## src/prot_regs_pkg.sv

```systemverilog
// constants for the protection status and configuration register slice
package prot_regs_pkg;
  // register addresses
  localparam logic [7:0] ADDR_WARN_LIMIT = 8'h20;
  localparam logic [7:0] ADDR_WARN_STAT  = 8'h24;
  localparam logic [7:0] ADDR_CURRENT_MONITOR_PIN       = 8'h26;
  localparam logic [7:0] ADDR_LOCK       = 8'h2A;
  localparam logic [7:0] ADDR_RAMP_STAT  = 8'h2B;
  localparam logic [7:0] ADDR_OC_STAT    = 8'h2D;
  localparam logic [7:0] ADDR_OC_CFG     = 8'h2E;
  localparam logic [7:0] ADDR_SECOND_A   = 8'h46;
  localparam logic [7:0] ADDR_SECOND_B   = 8'h47;

  // reset values
  localparam logic [7:0] RST_WARN_LIMIT = 8'hFF;
  localparam logic [7:0] RST_ZERO       = 8'h00;

  // field positions and masks
  localparam int         WARN_BIT       = 0;
  localparam int         LOCK_BIT       = 0;
  localparam int         SECOND_OC_BIT  = 0;
  localparam logic [7:0] RAMP_MASK      = 8'h0F;
  localparam logic [7:0] OC_MASK        = 8'h0F;
  localparam int         OC_LIMIT_HI    = 3;
  localparam int         OC_LIMIT_LO    = 2;
  localparam int         OC_DELAY_HI    = 1;
  localparam int         OC_DELAY_LO    = 0;

  // ramp duration table, microseconds
  localparam logic [13:0] RAMP_STEP_FINE_US = 14'h0096;
  localparam logic [13:0] RAMP_ONE_MS_US    = 14'h03E8;
  localparam logic [3:0]  RAMP_FINE_LAST    = 4'h5;
  localparam logic [3:0]  RAMP_ONE_MS_CODE  = 4'h6;

  // per-phase sense limit, millivolts
  localparam logic [7:0] LIMIT_MV_0 = 8'h41;
  localparam logic [7:0] LIMIT_MV_1 = 8'h4B;
  localparam logic [7:0] LIMIT_MV_2 = 8'h64;
  localparam logic [7:0] LIMIT_MV_3 = 8'h86;

  // latch-off delay, milliseconds
  localparam logic [3:0] DELAY_MS_0 = 4'h4;
  localparam logic [3:0] DELAY_MS_1 = 4'h6;
  localparam logic [3:0] DELAY_MS_2 = 4'h8;
  localparam logic [3:0] DELAY_MS_3 = 4'hA;
endpackage

```

## src/protection_status_config_regs.sv

```systemverilog
// protection status and configuration register slice of a buck controller
`timescale 1ns/100ps

// How it works
// - warning bit 0 sets when current reading exceeds the warning limit
// - warning bit is sticky; only an enable toggle or nrst clears it
// - alert output asserts whenever the current exceeds the warning limit
// - readback register holds the 8-bit monitor conversion, 0xFF at 2 V
// - writing 1 to lock bit 0 freezes all lockable limit registers
// - lock is cleared only by power cycle; locked registers ignore writes
// - soft-start strap is sampled when enable rises, setting the ramp rate
// - ramp code sits in bits 3:0, upper bits reserved
// - ramp codes map to 0.15 ms steps to 0.9 ms, then 1 ms to 10 ms
// - overcurrent strap sampled on enable rise, code reported in status
// - strap sampling repeats on every enable rising edge
// - host writes to overcurrent config take effect only with both A, B bits
// - limit and delay fields in config are set independently
// - bits 3:2 pick phase limit 65, 75, 100 or 134 mV
// - bits 1:0 pick latch-off delay 4, 6, 8 or 10 ms
module protection_status_config_regs (
  // clock and reset
  input  wire logic        core_clk,
  input  wire logic        nrst,
  // pins from outside the clock domain
  input  wire logic        enablePin,
  input  wire logic [3:0]  rampStrapCode,
  input  wire logic [3:0]  overcurrentStrapCode,
  // current monitor conversion, same clock
  input  wire logic [7:0]  currentMonitorCode,
  input  wire logic        currentMonitorValid,
  // register port
  input  wire logic [7:0]  regAddr,
  input  wire logic [7:0]  regWrData,
  input  wire logic        regWr,
  input  wire logic        regRd,
  output logic      [7:0]  regRdData,
  // status and effective settings
  output logic             alert,
  output logic [13:0]      rampDurationUs,
  output logic [7:0]       phaseLimitMv,
  output logic [3:0]       latchOffMs
);

  ////////////////////////////////////////////////////////////////////////////
  // lookup functions

  function automatic logic [13:0] rampUs(input logic [3:0] code);
    logic [13:0] r;
    r = '0;
    if (code <= prot_regs_pkg::RAMP_FINE_LAST) begin
      r = 14'((code + 4'h1) * prot_regs_pkg::RAMP_STEP_FINE_US);
    end else begin
      r = 14'((code - prot_regs_pkg::RAMP_ONE_MS_CODE + 4'h1)
              * prot_regs_pkg::RAMP_ONE_MS_US);
    end
    return r;
  endfunction

  function automatic logic [7:0] limitMv(input logic [1:0] sel);
    logic [7:0] r;
    r = '0;
    unique case (sel)
      2'h0: r = prot_regs_pkg::LIMIT_MV_0;
      2'h1: r = prot_regs_pkg::LIMIT_MV_1;
      2'h2: r = prot_regs_pkg::LIMIT_MV_2;
      2'h3: r = prot_regs_pkg::LIMIT_MV_3;
    endcase
    return r;
  endfunction

  function automatic logic [3:0] delayMs(input logic [1:0] sel);
    logic [3:0] r;
    r = '0;
    unique case (sel)
      2'h0: r = prot_regs_pkg::DELAY_MS_0;
      2'h1: r = prot_regs_pkg::DELAY_MS_1;
      2'h2: r = prot_regs_pkg::DELAY_MS_2;
      2'h3: r = prot_regs_pkg::DELAY_MS_3;
    endcase
    return r;
  endfunction

  ////////////////////////////////////////////////////////////////////////////
  // pin synchronisers: three stages, a value counts once stages two and three agree

  logic [2:0] enSync_ff;
  logic [3:0] rampS1_ff;
  logic [3:0] rampS2_ff;
  logic [3:0] rampS3_ff;
  logic [3:0] ocS1_ff;
  logic [3:0] ocS2_ff;
  logic [3:0] ocS3_ff;
  logic       enStable_ff;
  logic [3:0] rampStable_ff;
  logic [3:0] ocStable_ff;
  logic       enRise;

  always_ff @(posedge core_clk or negedge nrst) begin
    if (!nrst) begin
      enSync_ff <= '0;
      rampS1_ff <= '0;
      rampS2_ff <= '0;
      rampS3_ff <= '0;
      ocS1_ff   <= '0;
      ocS2_ff   <= '0;
      ocS3_ff   <= '0;
    end else begin
      enSync_ff <= {enSync_ff[1:0], enablePin};
      rampS1_ff <= rampStrapCode;
      rampS2_ff <= rampS1_ff;
      rampS3_ff <= rampS2_ff;
      ocS1_ff   <= overcurrentStrapCode;
      ocS2_ff   <= ocS1_ff;
      ocS3_ff   <= ocS2_ff;
    end
  end

  always_ff @(posedge core_clk or negedge nrst) begin
    if (!nrst) begin
      enStable_ff   <= 1'b0;
      rampStable_ff <= '0;
      ocStable_ff   <= '0;
    end else begin
      if (enSync_ff[1] == enSync_ff[2]) begin
        enStable_ff <= enSync_ff[2];
      end
      if (rampS2_ff == rampS3_ff) begin
        rampStable_ff <= rampS3_ff;
      end
      if (ocS2_ff == ocS3_ff) begin
        ocStable_ff <= ocS3_ff;
      end
    end
  end

  // one-cycle pulse on each accepted rising edge of enable
  assign enRise = (enSync_ff[1] == enSync_ff[2]) && enSync_ff[2] && !enStable_ff;

  ////////////////////////////////////////////////////////////////////////////
  // strap capture

  logic [3:0] rampCode_ff;
  logic [3:0] ocStrap_ff;

  // straps may still be settling while enable is low, so only the edge samples them
  always_ff @(posedge core_clk or negedge nrst) begin
    if (!nrst) begin
      rampCode_ff <= '0;
      ocStrap_ff  <= '0;
    end else if (enRise) begin
      rampCode_ff <= rampStable_ff;
      ocStrap_ff  <= ocStable_ff;
    end
  end

  ////////////////////////////////////////////////////////////////////////////
  // writable registers

  logic       wrHit;
  logic       lock_ff;
  logic [7:0] warnLimit_ff;
  logic [3:0] ocCfg_ff;
  logic       secondA_ff;
  logic       secondB_ff;

  assign wrHit = regWr && !lock_ff;

  // lock leaves only with nrst, which is the power-on reset
  always_ff @(posedge core_clk or negedge nrst) begin
    if (!nrst) begin
      lock_ff <= 1'b0;
    end else if (regWr && regAddr == prot_regs_pkg::ADDR_LOCK
                 && regWrData[prot_regs_pkg::LOCK_BIT]) begin
      lock_ff <= 1'b1;
    end
  end

  always_ff @(posedge core_clk or negedge nrst) begin
    if (!nrst) begin
      warnLimit_ff <= prot_regs_pkg::RST_WARN_LIMIT;
    end else if (wrHit && regAddr == prot_regs_pkg::ADDR_WARN_LIMIT) begin
      warnLimit_ff <= regWrData;
    end
  end

  always_ff @(posedge core_clk or negedge nrst) begin
    if (!nrst) begin
      ocCfg_ff <= '0;
    end else if (wrHit && regAddr == prot_regs_pkg::ADDR_OC_CFG) begin
      ocCfg_ff <= regWrData[3:0];
    end
  end

  always_ff @(posedge core_clk or negedge nrst) begin
    if (!nrst) begin
      secondA_ff <= 1'b0;
      secondB_ff <= 1'b0;
    end else if (wrHit) begin
      if (regAddr == prot_regs_pkg::ADDR_SECOND_A) begin
        secondA_ff <= regWrData[prot_regs_pkg::SECOND_OC_BIT];
      end
      if (regAddr == prot_regs_pkg::ADDR_SECOND_B) begin
        secondB_ff <= regWrData[prot_regs_pkg::SECOND_OC_BIT];
      end
    end
  end

  ////////////////////////////////////////////////////////////////////////////
  // current readback and sticky warning

  logic [7:0] current_monitor_pin_ff;
  logic       warn_ff;
  logic       overLimit;

  always_ff @(posedge core_clk or negedge nrst) begin
    if (!nrst) begin
      current_monitor_pin_ff <= '0;
    end else if (currentMonitorValid) begin
      current_monitor_pin_ff <= currentMonitorCode;
    end
  end

  assign overLimit = current_monitor_pin_ff > warnLimit_ff;

  // set beats the enable-edge clear so a coincident event is kept
  always_ff @(posedge core_clk or negedge nrst) begin
    if (!nrst) begin
      warn_ff <= 1'b0;
    end else if (overLimit) begin
      warn_ff <= 1'b1;
    end else if (enRise) begin
      warn_ff <= 1'b0;
    end
  end

  always_ff @(posedge core_clk or negedge nrst) begin
    if (!nrst) begin
      alert <= 1'b0;
    end else begin
      alert <= overLimit || warn_ff;
    end
  end

  ////////////////////////////////////////////////////////////////////////////
  // effective settings

  logic       cfgPath;
  logic [3:0] ocEff;

  assign cfgPath = secondA_ff && secondB_ff;
  assign ocEff   = cfgPath ? ocCfg_ff : ocStrap_ff;

  always_ff @(posedge core_clk or negedge nrst) begin
    if (!nrst) begin
      rampDurationUs <= '0;
      phaseLimitMv   <= '0;
      latchOffMs     <= '0;
    end else begin
      rampDurationUs <= rampUs(rampCode_ff);
      phaseLimitMv   <= limitMv(ocEff[prot_regs_pkg::OC_LIMIT_HI:
                                      prot_regs_pkg::OC_LIMIT_LO]);
      latchOffMs     <= delayMs(ocEff[prot_regs_pkg::OC_DELAY_HI:
                                      prot_regs_pkg::OC_DELAY_LO]);
    end
  end

  ////////////////////////////////////////////////////////////////////////////
  // read mux

  logic [7:0] rdMux;

  always_comb begin
    rdMux = prot_regs_pkg::RST_ZERO;
    unique case (regAddr)
      prot_regs_pkg::ADDR_WARN_LIMIT: rdMux = warnLimit_ff;
      prot_regs_pkg::ADDR_WARN_STAT:  rdMux = {7'h00, warn_ff};
      prot_regs_pkg::ADDR_CURRENT_MONITOR_PIN:       rdMux = current_monitor_pin_ff;
      prot_regs_pkg::ADDR_LOCK:       rdMux = {7'h00, lock_ff};
      prot_regs_pkg::ADDR_RAMP_STAT:
        rdMux = {4'h0, rampCode_ff} & prot_regs_pkg::RAMP_MASK;
      prot_regs_pkg::ADDR_OC_STAT:
        rdMux = {4'h0, ocStrap_ff} & prot_regs_pkg::OC_MASK;
      prot_regs_pkg::ADDR_OC_CFG:
        rdMux = {4'h0, ocCfg_ff} & prot_regs_pkg::OC_MASK;
      prot_regs_pkg::ADDR_SECOND_A:   rdMux = {7'h00, secondA_ff};
      prot_regs_pkg::ADDR_SECOND_B:   rdMux = {7'h00, secondB_ff};
      default:                        rdMux = prot_regs_pkg::RST_ZERO;
    endcase
  end

  // reads have no side effect: the warning stays set across them
  always_ff @(posedge core_clk or negedge nrst) begin
    if (!nrst) begin
      regRdData <= '0;
    end else if (regRd) begin
      regRdData <= rdMux;
    end
  end

endmodule // protection_status_config_regs

```

## config.mk

```make
export PLATFORM = sky130hd
export DESIGN_NAME = protection_status_config_regs
export DESIGN_NICKNAME = d
export VERILOG_FILES = /design/src/prot_regs_pkg.sv /design/src/protection_status_config_regs.sv
export SDC_FILE = /design/constraint.sdc
export NUM_CORES = 1
export LEC_CHECK = 0
export ABC_AREA = 1
export BUFFER_PORTS_ARGS = -buffer_cell sky130_fd_sc_hd__buf_2
export CAP_MARGIN = 10
export CORE_MARGIN = 2
export CORE_UTILIZATION = 38
export DETAILED_ROUTE_END_ITERATION = 10
export PLACE_DENSITY_LB_ADDON = 0.05
export SETUP_SLACK_MARGIN = 0.02
export SLEW_MARGIN = 20
export SYNTH_ARGS = -nofsm -noshare
export SYNTH_HDL_FRONTEND = slang
export SYNTH_SLANG_ARGS = --single-unit
```

## constraint.sdc

```tcl
create_clock -name core_clk -period 5.15 [get_ports core_clk]
set_input_delay 0.2575 -clock core_clk [delete_from_list [all_inputs] [get_ports core_clk]]
set_output_delay 0.2575 -clock core_clk [all_outputs]
set_load 0.01 [all_outputs]
```

# == After elaboration in Yosys (flattened, before gate mapping) ==
# Cells that the tools add are included.
# word_totals
out_inout_bits,35
regBits,103
latchBits,0
ram_bits,0
mem_count,0
word_cells,72
inputBits,38
mem_bits_ro,0
# classes
shift,0
div_mod_pow,0
reduce_logical,16
add_sub_neg,3
bitwise_logic,0
muxes,7
multipliers,2
order_cmp,2
eq_ne,18
# op_table
cell,count
$pmux 8 s9,1
$eq 8x6->1 const B,7
$pmux 8 s4,1
$eq 8x7->1 const B,2
$pmux 4 s4,1
$mul 14x7->11 const B,1
$mux 14,1
$mul 5x7->12 const B,1
$eq 2x2->1 const B,4
$eq 4x4->1,2
$gt 8x8->1,1
$logic_and 1x1->1,8
$add 5x2->6 const B,1
$add 4x1->5 const B,1
$sub 4x3->5 const B,1
$eq 2x1->1 const B,2
$le 4x3->1 const B,1
$logic_not 2->1,2
$mux 4,1
$reduce_and 2->1,2
$logic_not 1->1,2
$mux 1,2
$reduce_bool 2->1,1
$eq 1x1->1,1
$logic_or 1x1->1,1

# == Longest topological paths before layout ==
# Gate-level depths: netlist of run 1.
# depth
ltp_word,5
ltp_mapped,23
mapped_depth_nobuf,23

# == Worst setup path before layout of run 1 ==
# Ideal clock, no wire load.
# synth_timing
kind,register to register
from,register rampCode_ff[1]
to,register rampDurationUs[10]
stages_incl_launch_ff,16
path_buffers,0
setup_time_ns,0.127
t_arrival_ns,4.152
path_slack_ns,0.871
required_ns,5.023
period_less_slack_ns,4.279
path_cell_list,dfrtp_1 -> inv_1 -> ha_1 -> xnor2_1 -> fa_1 -> inv_1 -> fa_1 -> inv_1 -> fa_1 -> ha_1 -> inv_1 -> xor2_1 -> ha_1 -> or2_2 -> a21oi_1 -> a31oi_1
# synth_between
elab_chain_len,4
word_cells_on_any_way,7
cone_classes,add/sub (3); mul (2); order compare (1); mux (1)
# synth_rtl
item,line_no,rtl
"start, declared",protection_status_config_regs.sv:142,logic [3:0] rampCode_ff;
"start signal, assigned",protection_status_config_regs.sv:151,rampCode_ff <= rampStable_ff;
$sub 4x3->5,protection_status_config_regs.sv:53,r = 14'((code - prot_regs_pkg::RAMP_ONE_MS_CODE + 4'h1)
$add 5x2->6,protection_status_config_regs.sv:53,
$mul 14x7->11,protection_status_config_regs.sv:54,* prot_regs_pkg::RAMP_ONE_MS_US);
$mux 14 *,protection_status_config_regs.sv:50,if (code <= prot_regs_pkg::RAMP_FINE_LAST) begin
"end signal, assigned",protection_status_config_regs.sv:259,rampDurationUs <= rampUs(rampCode_ff);
"end, declared",protection_status_config_regs.sv:39,"output logic [13:0] rampDurationUs,"
# Mark *: on every way between the ends. The rest lies on a longest branch, timed or not.
# A chain may end at the register's enable or synchronous reset.

# == Final worst setup path of run 1 ==
# layout_timing
from,register rampCode_ff[1]
to,register rampDurationUs[13]
# Same word-level chain as after synthesis.

==> impl_metrics.env, run 1 <==
export IMPL_start_kind="flop"
export IMPL_cp_depth=17
export IMPL_fmax_mhz=211.6
export IMPL_grt_overflow=0
export IMPL_crit_start="rampCode_ff[1]$_DFFE_PN0P_"
export IMPL_finalCriticalPeriod_ns=4.727
export IMPL_setup_viol=0
export IMPL_ys_ff_latch=100
export IMPL_worst_ep_required_time_ns=5.39
export IMPL_slew_viol_final=0
export IMPL_clk_path_buf_depth=2
export IMPL_worst_slew_pin_slew_ns=0.7368
export IMPL_synth_top_area_share=0.4189
export IMPL_synthFlopType="dfrtp_1"
export IMPL_reg2reg_setup_slack_ns=0.42
export IMPL_num_vias=3913
export IMPL_die_w_um=124.3
export IMPL_cp_num_buf_inv=4
export IMPL_gp_congestion=0.8342
export IMPL_io_buffer_count=69
export IMPL_drt_total_wl_um=10820
export IMPL_rows=43
export IMPL_reg2reg_to="rampDurationUs[13]$_DFF_PN0_"
export IMPL_grt_max_degree=57
export IMPL_initial_core_util=0.3928
export IMPL_synthArstFlopShare=1.000
export IMPL_crit_path_end_kind="flop"
export IMPL_skew_ns=0.005500
export IMPL_crit_path_cell_trace="inv_1 -> ha_1 -> xnor2_1 -> fa_1 -> inv_1 -> fa_1 -> inv_1 -> fa_1 -> ha_1 -> inv_1 -> xor2_1 -> ha_1 -> a21oi_1 -> o211ai_1 -> nand3_1 -> nand2_1 -> nor2_1"
export IMPL_min_path_type="in -> reg"
export IMPL_io_pins=73
export IMPL_hold_viol_final=0
export IMPL_antenna_cells=0
export IMPL_first_pass_iters=4
export IMPL_cpLargestDelayFamily="adder cells"
export IMPL_r2r_start="rampCode_ff[1]$_DFFE_PN0P_"
export IMPL_ant_nets=0
export IMPL_layout_drive_gt1_share=0.1925
export IMPL_die_h_um=124.3
export IMPL_grt_use_total=0.1480
export IMPL_synthCells=577
export IMPL_maxCapViolations=0
export IMPL_arrival_ns=4.97
export IMPL_grt_pass1_vias=3896
export IMPL_core_area_mm2=0.01399
export IMPL_synth_distinct_cells=38
export IMPL_holdWs_ns=0.01166
export IMPL_yosysTopAreaCell="dfrtp_1"
export IMPL_rsz0062_at_grt="no"
export IMPL_critPathCapture="rampDurationUs[13]$_DFF_PN0_"
export IMPL_num_nets_final=765
export IMPL_path_max_fanout=10
export IMPL_grt_pass1_wl_um=18490
export IMPL_clk_pin_slew_ns=0.07
export IMPL_antenna_found_initial=0
export IMPL_status="finished clean"
export IMPL_timing_final_crit_share=0.9178
export IMPL_slowest_delay_ns=0.59
export IMPL_cpMostUsedCell="inv_1"
export IMPL_finalSetupTns_ns=0
export IMPL_synth_area_leaders="dfrtp_1 (42%), ha_1 (12%), nand2_1 (9.3%), inv_1 (6.1%), fa_1 (5.1%)"
export IMPL_die_area_mm2=0.01544
export IMPL_drt_iter0_drc=165
export IMPL_area_growth_pct=17.24
export IMPL_clock_sinks=100
export IMPL_clk_latency_ns=0.35
export IMPL_synth_avg_cell_area_um2=9.524
export IMPL_synth_area_mm2=0.005495
export IMPL_cts_tree="built"
export IMPL_dp_final_hpwl_um=8352
export IMPL_cts_root_buffer="clkbuf_16"
export IMPL_critical_path_class="reg -> reg"
export IMPL_cpMaxStageDelayCell="xnor2_1"
export IMPL_worstRegToRegCells=17
export IMPL_wl_per_cell_um=12.80
export IMPL_yosysWarnings=0
export IMPL_htreeDepth=3
export IMPL_yosysSeqAreaShare=0.4572
export IMPL_vias_per_cell=4.631
export IMPL_drc=0
export IMPL_relSlewSlack=0.5070
export IMPL_synth_edf_count=0
export IMPL_cts_made_buffers=9
-- what timing repair did --
action	4_1_cts	5_1_grt
gates resized for setup	0	0
buffers inserted	0	0
hold buffers	3	3
hold endpoints to repair	46	3
-- cell usage in the layout (no fill, tap or decap), types with 2 or more instances in the layout --
master	instances
fa_1	14
nand2_1	136
buf_2	68
nand4_1	4
conb_1	3
nor2_1	23
clkbuf_16	9
inv_2	4
nor3_1	5
o21ai_0	47
ha_1	53
nand2_4	2
dfrtp_1	92
xor2_1	4
o211ai_1	2
clkbuf_8	2
dlygate4sd3_1	6
mux2_2	19
inv_1	89
nand3_1	16
buf_4	3
nor3_2	2
xnor2_1	16
nand2_2	2
bufinv_16	2
dfstp_2	8
a21oi_1	17
-- final cells by class --
cell class,count,area (um^2)
clock inverters,4,80.08
fillers,1398,7546
repair buffers,77,422.9
inverters,93,349.1
multi-input cells,379,2596
flip-flops and latches,100,2512
clock buffers,12,256.5
well taps,180,225.2
-- synth_stat cells (3+ instances only) --
| master | number |
|---|---|
| buf_4 | 3 |
| dfstp_2 | 8 |
| xor2_1 | 4 |
| mux2_2 | 19 |
| o21ai_0 | 47 |
| fa_1 | 14 |
| nor3_1 | 5 |
| dfrtp_1 | 92 |
| xnor2_1 | 16 |
| inv_1 | 89 |
| ha_1 | 53 |
| nand3_1 | 16 |
| clkbuf_1 | 3 |
| inv_2 | 4 |
| nor2_1 | 23 |
| nand4_1 | 4 |
| nand2_1 | 136 |
| a21oi_1 | 17 |
-- worst register-to-register path, cell delays in order, from the launching register on --
cell and delay (ns):
dfrtp_1 0.55, inv_1 0.22, ha_1 0.42, xnor2_1 0.59, fa_1 0.54, inv_1 0.09
fa_1 0.39, inv_1 0.09, fa_1 0.40, ha_1 0.29, inv_1 0.05, xor2_1 0.16
ha_1 0.34, a21oi_1 0.08, o211ai_1 0.21, nand3_1 0.10, nand2_1 0.06, nor2_1 0.04
-- per-stage QoR --
| stage | cells | utilization | worst slack [ns] | cell area, um^2 |
|---|---|---|---|---|
| after CTS | 842 | 0.4584 | 0.4476 | 6412 |
| after floorplan | 579 | - | 0.8711 | 5503 |
| after global routing | 845 | 0.4606 | 0.06558 | 6442 |
| after global placement | 823 | 0.4322 | 0.6308 | 6046 |
| after detailed placement | 823 | 0.4322 | 0.4522 | 6046 |
| final | 845 | 0.4606 | 0.4232 | 6442 |
-- cells by family after synthesis --
family / synth area share
AO/OA/AOI/OAI: 0.07719
XOR/XNOR: 0.03187
adder cells (fa/ha/maj): 0.1717
buffers and inverters: 0.07172
flip-flops: 0.4572
multiplexers: 0.03894
other: 0.0006824
AND/OR/NAND/NOR: 0.1507
-- worst min-delay path by stage --
stage | from | endpoint | slack [ns] | cells after the start
floorplan | nrst | alert$_DFF_PN0_ | -0.04 | 0
global placement | nrst | rampDurationUs[10]$_DFF_PN0_ | 0.29 | 1
detailed placement | nrst | rampDurationUs[10]$_DFF_PN0_ | 0.29 | 1
CTS | overcurrentStrapCode[2] | ocS1_ff[2]$_DFF_PN0_ | 0.00006 | 1
global route | overcurrentStrapCode[0] | ocS1_ff[0]$_DFF_PN0_ | 0.0002 | 1
finish | overcurrentStrapCode[3] | ocS1_ff[3]$_DFF_PN0_ | 0.01 | 1
-- layer usage --
layer	GRT usage	share of wire	vias up
li1	-	-	2009
met1	0.1994	0.50	1831
met2	0.2330	0.46	58
met3	0.03050	0.028	15
met4	0.06147	0.020	0
met5	0	0	-
-- state kept, by name, summed over array words and instances (netlist names), 7 cells and up --
| name | flops |
|---|---|
| current_monitor_pin_ff | 8 |
| warnLimit_ff | 8 |
| phaseLimitMv | 7 |
| regRdData | 8 |
| rampDurationUs | 13 |
Power of run 1 is left out: the tool's default activity adds up to more than one toggle a clock period on the data nets, which glitch-free logic cannot reach.
==> run 2, diff against run 1 <==
--- a/config.mk
+++ b/config.mk
@@ -9,7 +9,7 @@
 export BUFFER_PORTS_ARGS = -buffer_cell sky130_fd_sc_hd__buf_2
 export CAP_MARGIN = 10
 export CORE_MARGIN = 2
-export CORE_UTILIZATION = 38
+export CORE_UTILIZATION = 45
 export DETAILED_ROUTE_END_ITERATION = 10
 export PLACE_DENSITY_LB_ADDON = 0.05
 export SETUP_SLACK_MARGIN = 0.02
==> run 2 against run 1 <==
Utilization rose by 6.7 points; first-iteration DRC count is 0.61% higher; clock skew grew 0.0026 ns; non-clock buffer count fell by 5; critical endpoint unchanged; highest routed layer unchanged.
==> impl_metrics.env, run 2 (synthesis gave the netlist of run 1 again) <==
export IMPL_layout_common_cells="nand2_1 (136), dfrtp_1 (92), inv_1 (89), buf_2 (68), ha_1 (53)"
export IMPL_num_nets_final=760
export IMPL_die_area_mm2=0.01311
export IMPL_timing_final_crit_share=0.9043
export IMPL_cts_tree="built"
export IMPL_final_seq_area_mm2=0.002512
export IMPL_finalSetupTns_ns=0
export IMPL_min_path_type="in -> reg"
export IMPL_htreeDepth=3
export IMPL_path_max_fanout=10
export IMPL_cts_made_buffers=9
export IMPL_drc=0
export IMPL_worst_ep_required_time_ns=5.39
export IMPL_relSlewSlack=0.4712
export IMPL_worst_slew_pin_slew_ns=0.7932
export IMPL_reg2reg_setup_slack_ns=0.49
export IMPL_clock_sinks=100
export IMPL_slew_viol_final=0
export IMPL_clk_latency_ns=0.34
export IMPL_antenna_found_initial=0
export IMPL_core_area_mm2=0.01196
export IMPL_setup_viol=0
export IMPL_grt_pass1_vias=3731
export IMPL_arrival_ns=4.90
export IMPL_initial_core_util=0.4594
export IMPL_clk_pin_slew_ns=0.07
export IMPL_hold_viol_final=0
export IMPL_cts_root_buffer="clkbuf_16"
export IMPL_area_growth_pct=14.89
export IMPL_rows=40
export IMPL_maxCapViolations=0
export IMPL_status="finished clean"
export IMPL_rsz0062_at_grt="no"
export IMPL_post_cts_resized=0
export IMPL_drt_total_wl_um=10500
export IMPL_antenna_cells=0
export IMPL_grt_max_degree=66
export IMPL_first_pass_iters=5
export IMPL_fillers=1122
export IMPL_die_h_um=114.5
export IMPL_vias_per_cell=4.785
export IMPL_die_w_um=114.5
export IMPL_crit_path_end_kind="flop"
export IMPL_largest_register="rampDurationUs"
export IMPL_largest_register_ffs=13
export IMPL_ant_nets=0
export IMPL_final_common_cell="nand2_1"
export IMPL_skew_ns=0.008073
export IMPL_finalCriticalPeriod_ns=4.657
export IMPL_grt_use_total=0.1739
export IMPL_critical_path_class="reg -> reg"
export IMPL_wl_per_cell_um=13.03
export IMPL_layout_drive_gt1_share=0.1942
export IMPL_drt_iter0_drc=166
export IMPL_multi_input_area_mm2=0.002596
export IMPL_io_buffer_count=69
export IMPL_start_kind="flop"
export IMPL_fmax_mhz=214.7
export IMPL_cts_setup_buffers=0
export IMPL_grt_overflow=0
export IMPL_num_vias=3857
export IMPL_gp_congestion=0.8016
export IMPL_clk_path_buf_depth=2
export IMPL_dp_final_hpwl_um=8042
export IMPL_io_pins=73
export IMPL_grt_pass1_wl_um=17760
[run 2: area by class of cell]
class,count,area share
multi-input cells,379,0.4112
flip-flops and latches,100,0.3979
repair buffers,72,0.05906
inverters,93,0.05529
clock buffers,10,0.03785
well taps,147,0.02913
clock inverters,5,0.009512
[run 2: repair_timing]
item / CTS / global route
endpoints found under the hold margin: 27 / 0
hold buffers: 1 / 0
setup endpoints to repair: 0 / 0
[run 2: path summary, 6_finish.rpt]
check                                           startpoint                            to  depth (start not counted)
worst max register to register  rampCode_ff[1]$_DFFE_PN0P_  rampDurationUs[13]$_DFF_PN0_                         17
min in group asynchronous                             nrst   rampDurationUs[9]$_DFF_PN0_                          2
worst max-delay path            rampCode_ff[1]$_DFFE_PN0P_  rampDurationUs[13]$_DFF_PN0_                         17
worst min-delay path               overcurrentStrapCode[3]          ocS1_ff[3]$_DFF_PN0_                          1
max in group asynchronous                             nrst       latchOffMs[3]$_DFF_PN0_                          3
worst min register to register      rampS1_ff[0]$_DFF_PN0_        rampS2_ff[0]$_DFF_PN0_                          0
[run 2: routing by layer]
metal  GRT usage  vias to the layer above  share of wire
li1            -                     1989              -
met1      0.2395                     1803           0.49
met2      0.2769                       52           0.47
met3     0.03123                       13          0.028
met4     0.06098                        0          0.016
met5           0                        -              0
[run 2: through the flow]
step	util	hold slack, ns	cells	cell area (um^2)	setup WS, ns
floorplan	-	-0.03809	579	5503	0.8711
global placement	0.5020	0.2476	790	6005	0.6410
detailed placement	0.5020	0.2503	790	6005	0.4892
CTS	0.5278	0.004257	806	6314	0.4717
global route	0.5278	0.001028	806	6314	0.1832
finish	0.5278	0.01698	806	6314	0.4926
[run 2: worst max-delay path, stage by stage (launching register included)]
cell and delay, ns:
dfrtp_1 0.55, inv_1 0.20, ha_1 0.41, xnor2_1 0.55, fa_1 0.52, inv_1 0.09
fa_1 0.39, inv_1 0.09, fa_1 0.39, ha_1 0.29, inv_1 0.05, xor2_1 0.16
ha_1 0.34, a21oi_1 0.09, o211ai_1 0.23, nand3_1 0.11, nand2_1 0.06, nor2_1 0.04
Power of run 2 is left out for the same reason.
==> run 3, diff against run 2 <==
==> constraint.sdc (replaced) <==
create_clock -name core_clk -period 4.2 [get_ports core_clk]
set_input_delay 0.21 -clock core_clk [delete_from_list [all_inputs] [get_ports core_clk]]
set_output_delay 0.21 -clock core_clk [all_outputs]
set_load 0.01 [all_outputs]
==> run 3 against run 2 <==
Die area unchanged; hold slack better by 0.065 ns; setup slack worse by 0.38 ns; highest routed layer unchanged; via count grew 3.9%; cell area grew 5.9%; global-route usage rose by 0.77 points; critical path depth increased by 2; critical path type unchanged; sequential share of layout area is 2.2 points lower; utilization increased by 3.1 points; flip-flop and latch count stayed put.
==> impl_metrics.env, run 3 (synthesis gave the netlist of run 1 again) <==
export IMPL_status="finished clean"
export IMPL_drt_iter0_drc=159
export IMPL_fmax_mhz=244.5
export IMPL_finalCriticalPeriod_ns=4.090
export IMPL_clk_pin_slew_ns=0.07
export IMPL_grt_pass1_vias=3952
export IMPL_rsz0062_at_grt="yes"
export IMPL_cp_depth=19
export IMPL_fillers=1121
export IMPL_cpLargestDelayFamily="adder cells"
export IMPL_holdWs_ns=0.08157
export IMPL_slowest_delay_ns=0.54
export IMPL_dp_final_hpwl_um=8236
export IMPL_skew_ns=0.007420
export IMPL_io_buffer_count=69
export IMPL_relSlewSlack=0.4461
export IMPL_crit_path_cell_trace="buf_6 -> ha_4 -> nor2_4 -> nand2_4 -> xnor2_4 -> fa_1 -> ha_4 -> fa_1 -> inv_1 -> fa_1 -> inv_2 -> ha_4 -> nand2_1 -> inv_1 -> nand4_1 -> o211ai_1 -> nand3_1 -> nand2_1 -> nor2_1"
export IMPL_cts_made_buffers=9
export IMPL_layout_common_cells="nand2_1 (130), dfrtp_1 (91), inv_1 (80), buf_2 (68), o21ai_0 (46)"
export IMPL_worst_slew_pin_slew_ns=0.8308
export IMPL_initial_core_util=0.4594
export IMPL_grt_pass1_wl_um=18430
export IMPL_multi_input_area_mm2=0.002766
export IMPL_path_max_fanout=4
export IMPL_drt_total_wl_um=11110
export IMPL_die_w_um=114.5
export IMPL_final_common_cell="nand2_1"
export IMPL_crit_path_end_kind="flop"
export IMPL_htreeDepth=3
export IMPL_grtUsageMet2=0.2895
export IMPL_cpMaxStageDelayCell="fa_1"
export IMPL_gp_congestion=0.8463
export IMPL_num_vias=4009
export IMPL_maxCapViolations=0
export IMPL_cts_tree="built"
export IMPL_first_pass_iters=4
export IMPL_grt_overflow=0
export IMPL_wl_per_cell_um=13.36
export IMPL_met1_usage=0.2470
export IMPL_antenna_cells=0
export IMPL_area_growth_pct=21.68
export IMPL_final_seq_area_mm2=0.002514
export IMPL_worst_ep_required_time_ns=4.45
export IMPL_cts_root_buffer="clkbuf_16"
export IMPL_use_met3=0.03547
export IMPL_rows=40
export IMPL_grt_max_degree=66
export IMPL_min_path_type="in -> reg"
export IMPL_timing_final_crit_share=0.9738
export IMPL_clock_sinks=100
export IMPL_drc=0
export IMPL_ant_nets=0
export IMPL_clk_latency_ns=0.35
export IMPL_core_area_mm2=0.01196
export IMPL_vias_per_cell=4.819
export IMPL_worstRegToRegCells=19
export IMPL_die_h_um=114.5
export IMPL_layout_drive_gt1_share=0.2540
export IMPL_setup_viol=0
export IMPL_start_kind="flop"
export IMPL_cp_num_buf_inv=4
export IMPL_largest_register_ffs=13
export IMPL_clk_path_buf_depth=2
export IMPL_grt_busiest_layer="met2"
export IMPL_die_area_mm2=0.01311
export IMPL_critical_path_class="reg -> reg"
export IMPL_num_nets_final=785
export IMPL_hold_viol_final=0
export IMPL_grt_use_total=0.1816
export IMPL_io_pins=73
export IMPL_hold_depth=2
export IMPL_antenna_found_initial=0
export IMPL_slew_viol_final=0
export IMPL_arrival_ns=4.34
export IMPL_largest_register="rampDurationUs"
-- run 3: timing repair --
| action | 4_1_cts | 5_1_grt |
|---|---|---|
| cloned | 0 | 0 |
| hold buffers | 10 | 0 |
| hold endpoints to repair | 38 | 0 |
| resized for setup | 2 | 35 |
| pin swaps | 6 | 20 |
| setup endpoints to repair | 3 | 3 |
| setup buffers | 0 | 5 |
-- run 3: per-layer routing --
metal	share of wire	vias to the layer above
li1	-	2042
met1	0.48	1892
met2	0.47	62
met3	0.030	13
met4	0.015	0
met5	0	-
-- run 3: path summary, 6_finish.rpt --
kind                                            startpoint                                     to  slack [ns]
worst max-delay path            rampCode_ff[2]$_DFFE_PN0P_           rampDurationUs[13]$_DFF_PN0_        0.11
worst min-delay path                 currentMonitorCode[1]  current_monitor_pin_ff[1]$_DFFE_PN0P_        0.08
worst max register to register  rampCode_ff[2]$_DFFE_PN0P_           rampDurationUs[13]$_DFF_PN0_        0.11
worst min register to register      rampS1_ff[1]$_DFF_PN0_                 rampS2_ff[1]$_DFF_PN0_        0.35
max in group asynchronous                             nrst                ocCfg_ff[0]$_DFFE_PN0P_        2.72
min in group asynchronous                             nrst            rampDurationUs[7]$_DFF_PN0_        0.46
-- run 3: per-stage QoR --
step,cell area (um^2),std cells,util,setup WS (ns),setup TNS (ns)
final,6686,832,0.5590,0.1101,0
after global placement,6103,801,0.5103,0.05589,0
after CTS,6486,827,0.5423,0.01222,0
after floorplan,5519,579,-,0.04282,0
after global routing,6686,832,0.5590,-0.03649,-0.08722
after detailed placement,6103,801,0.5103,0.003295,0
-- run 3: final cells by class --
| type | count | share of cell area |
|---|---|---|
| Timing Repair Buffer | 97 | 0.08832 |
| Sequential cell | 100 | 0.3759 |
| Inverter | 93 | 0.05296 |
| Clock buffer | 10 | 0.03574 |
| Multi-Input combinational cell | 379 | 0.4137 |
| Tap cell | 147 | 0.02751 |
| Clock inverter | 6 | 0.005801 |
-- run 3: worst reg2reg max path: cells and delay by family, from the launching register on --
kind | cells | cell delay [ns]
adder cells (fa/ha/maj) | 6 | 2.33
AO/OA/AOI/OAI | 1 | 0.12
AND/OR/NAND/NOR | 7 | 0.53
XOR/XNOR | 1 | 0.25
buffers and inverters | 4 | 0.30
flip-flops | 1 | 0.44
Power of run 3 is left out for the same reason.
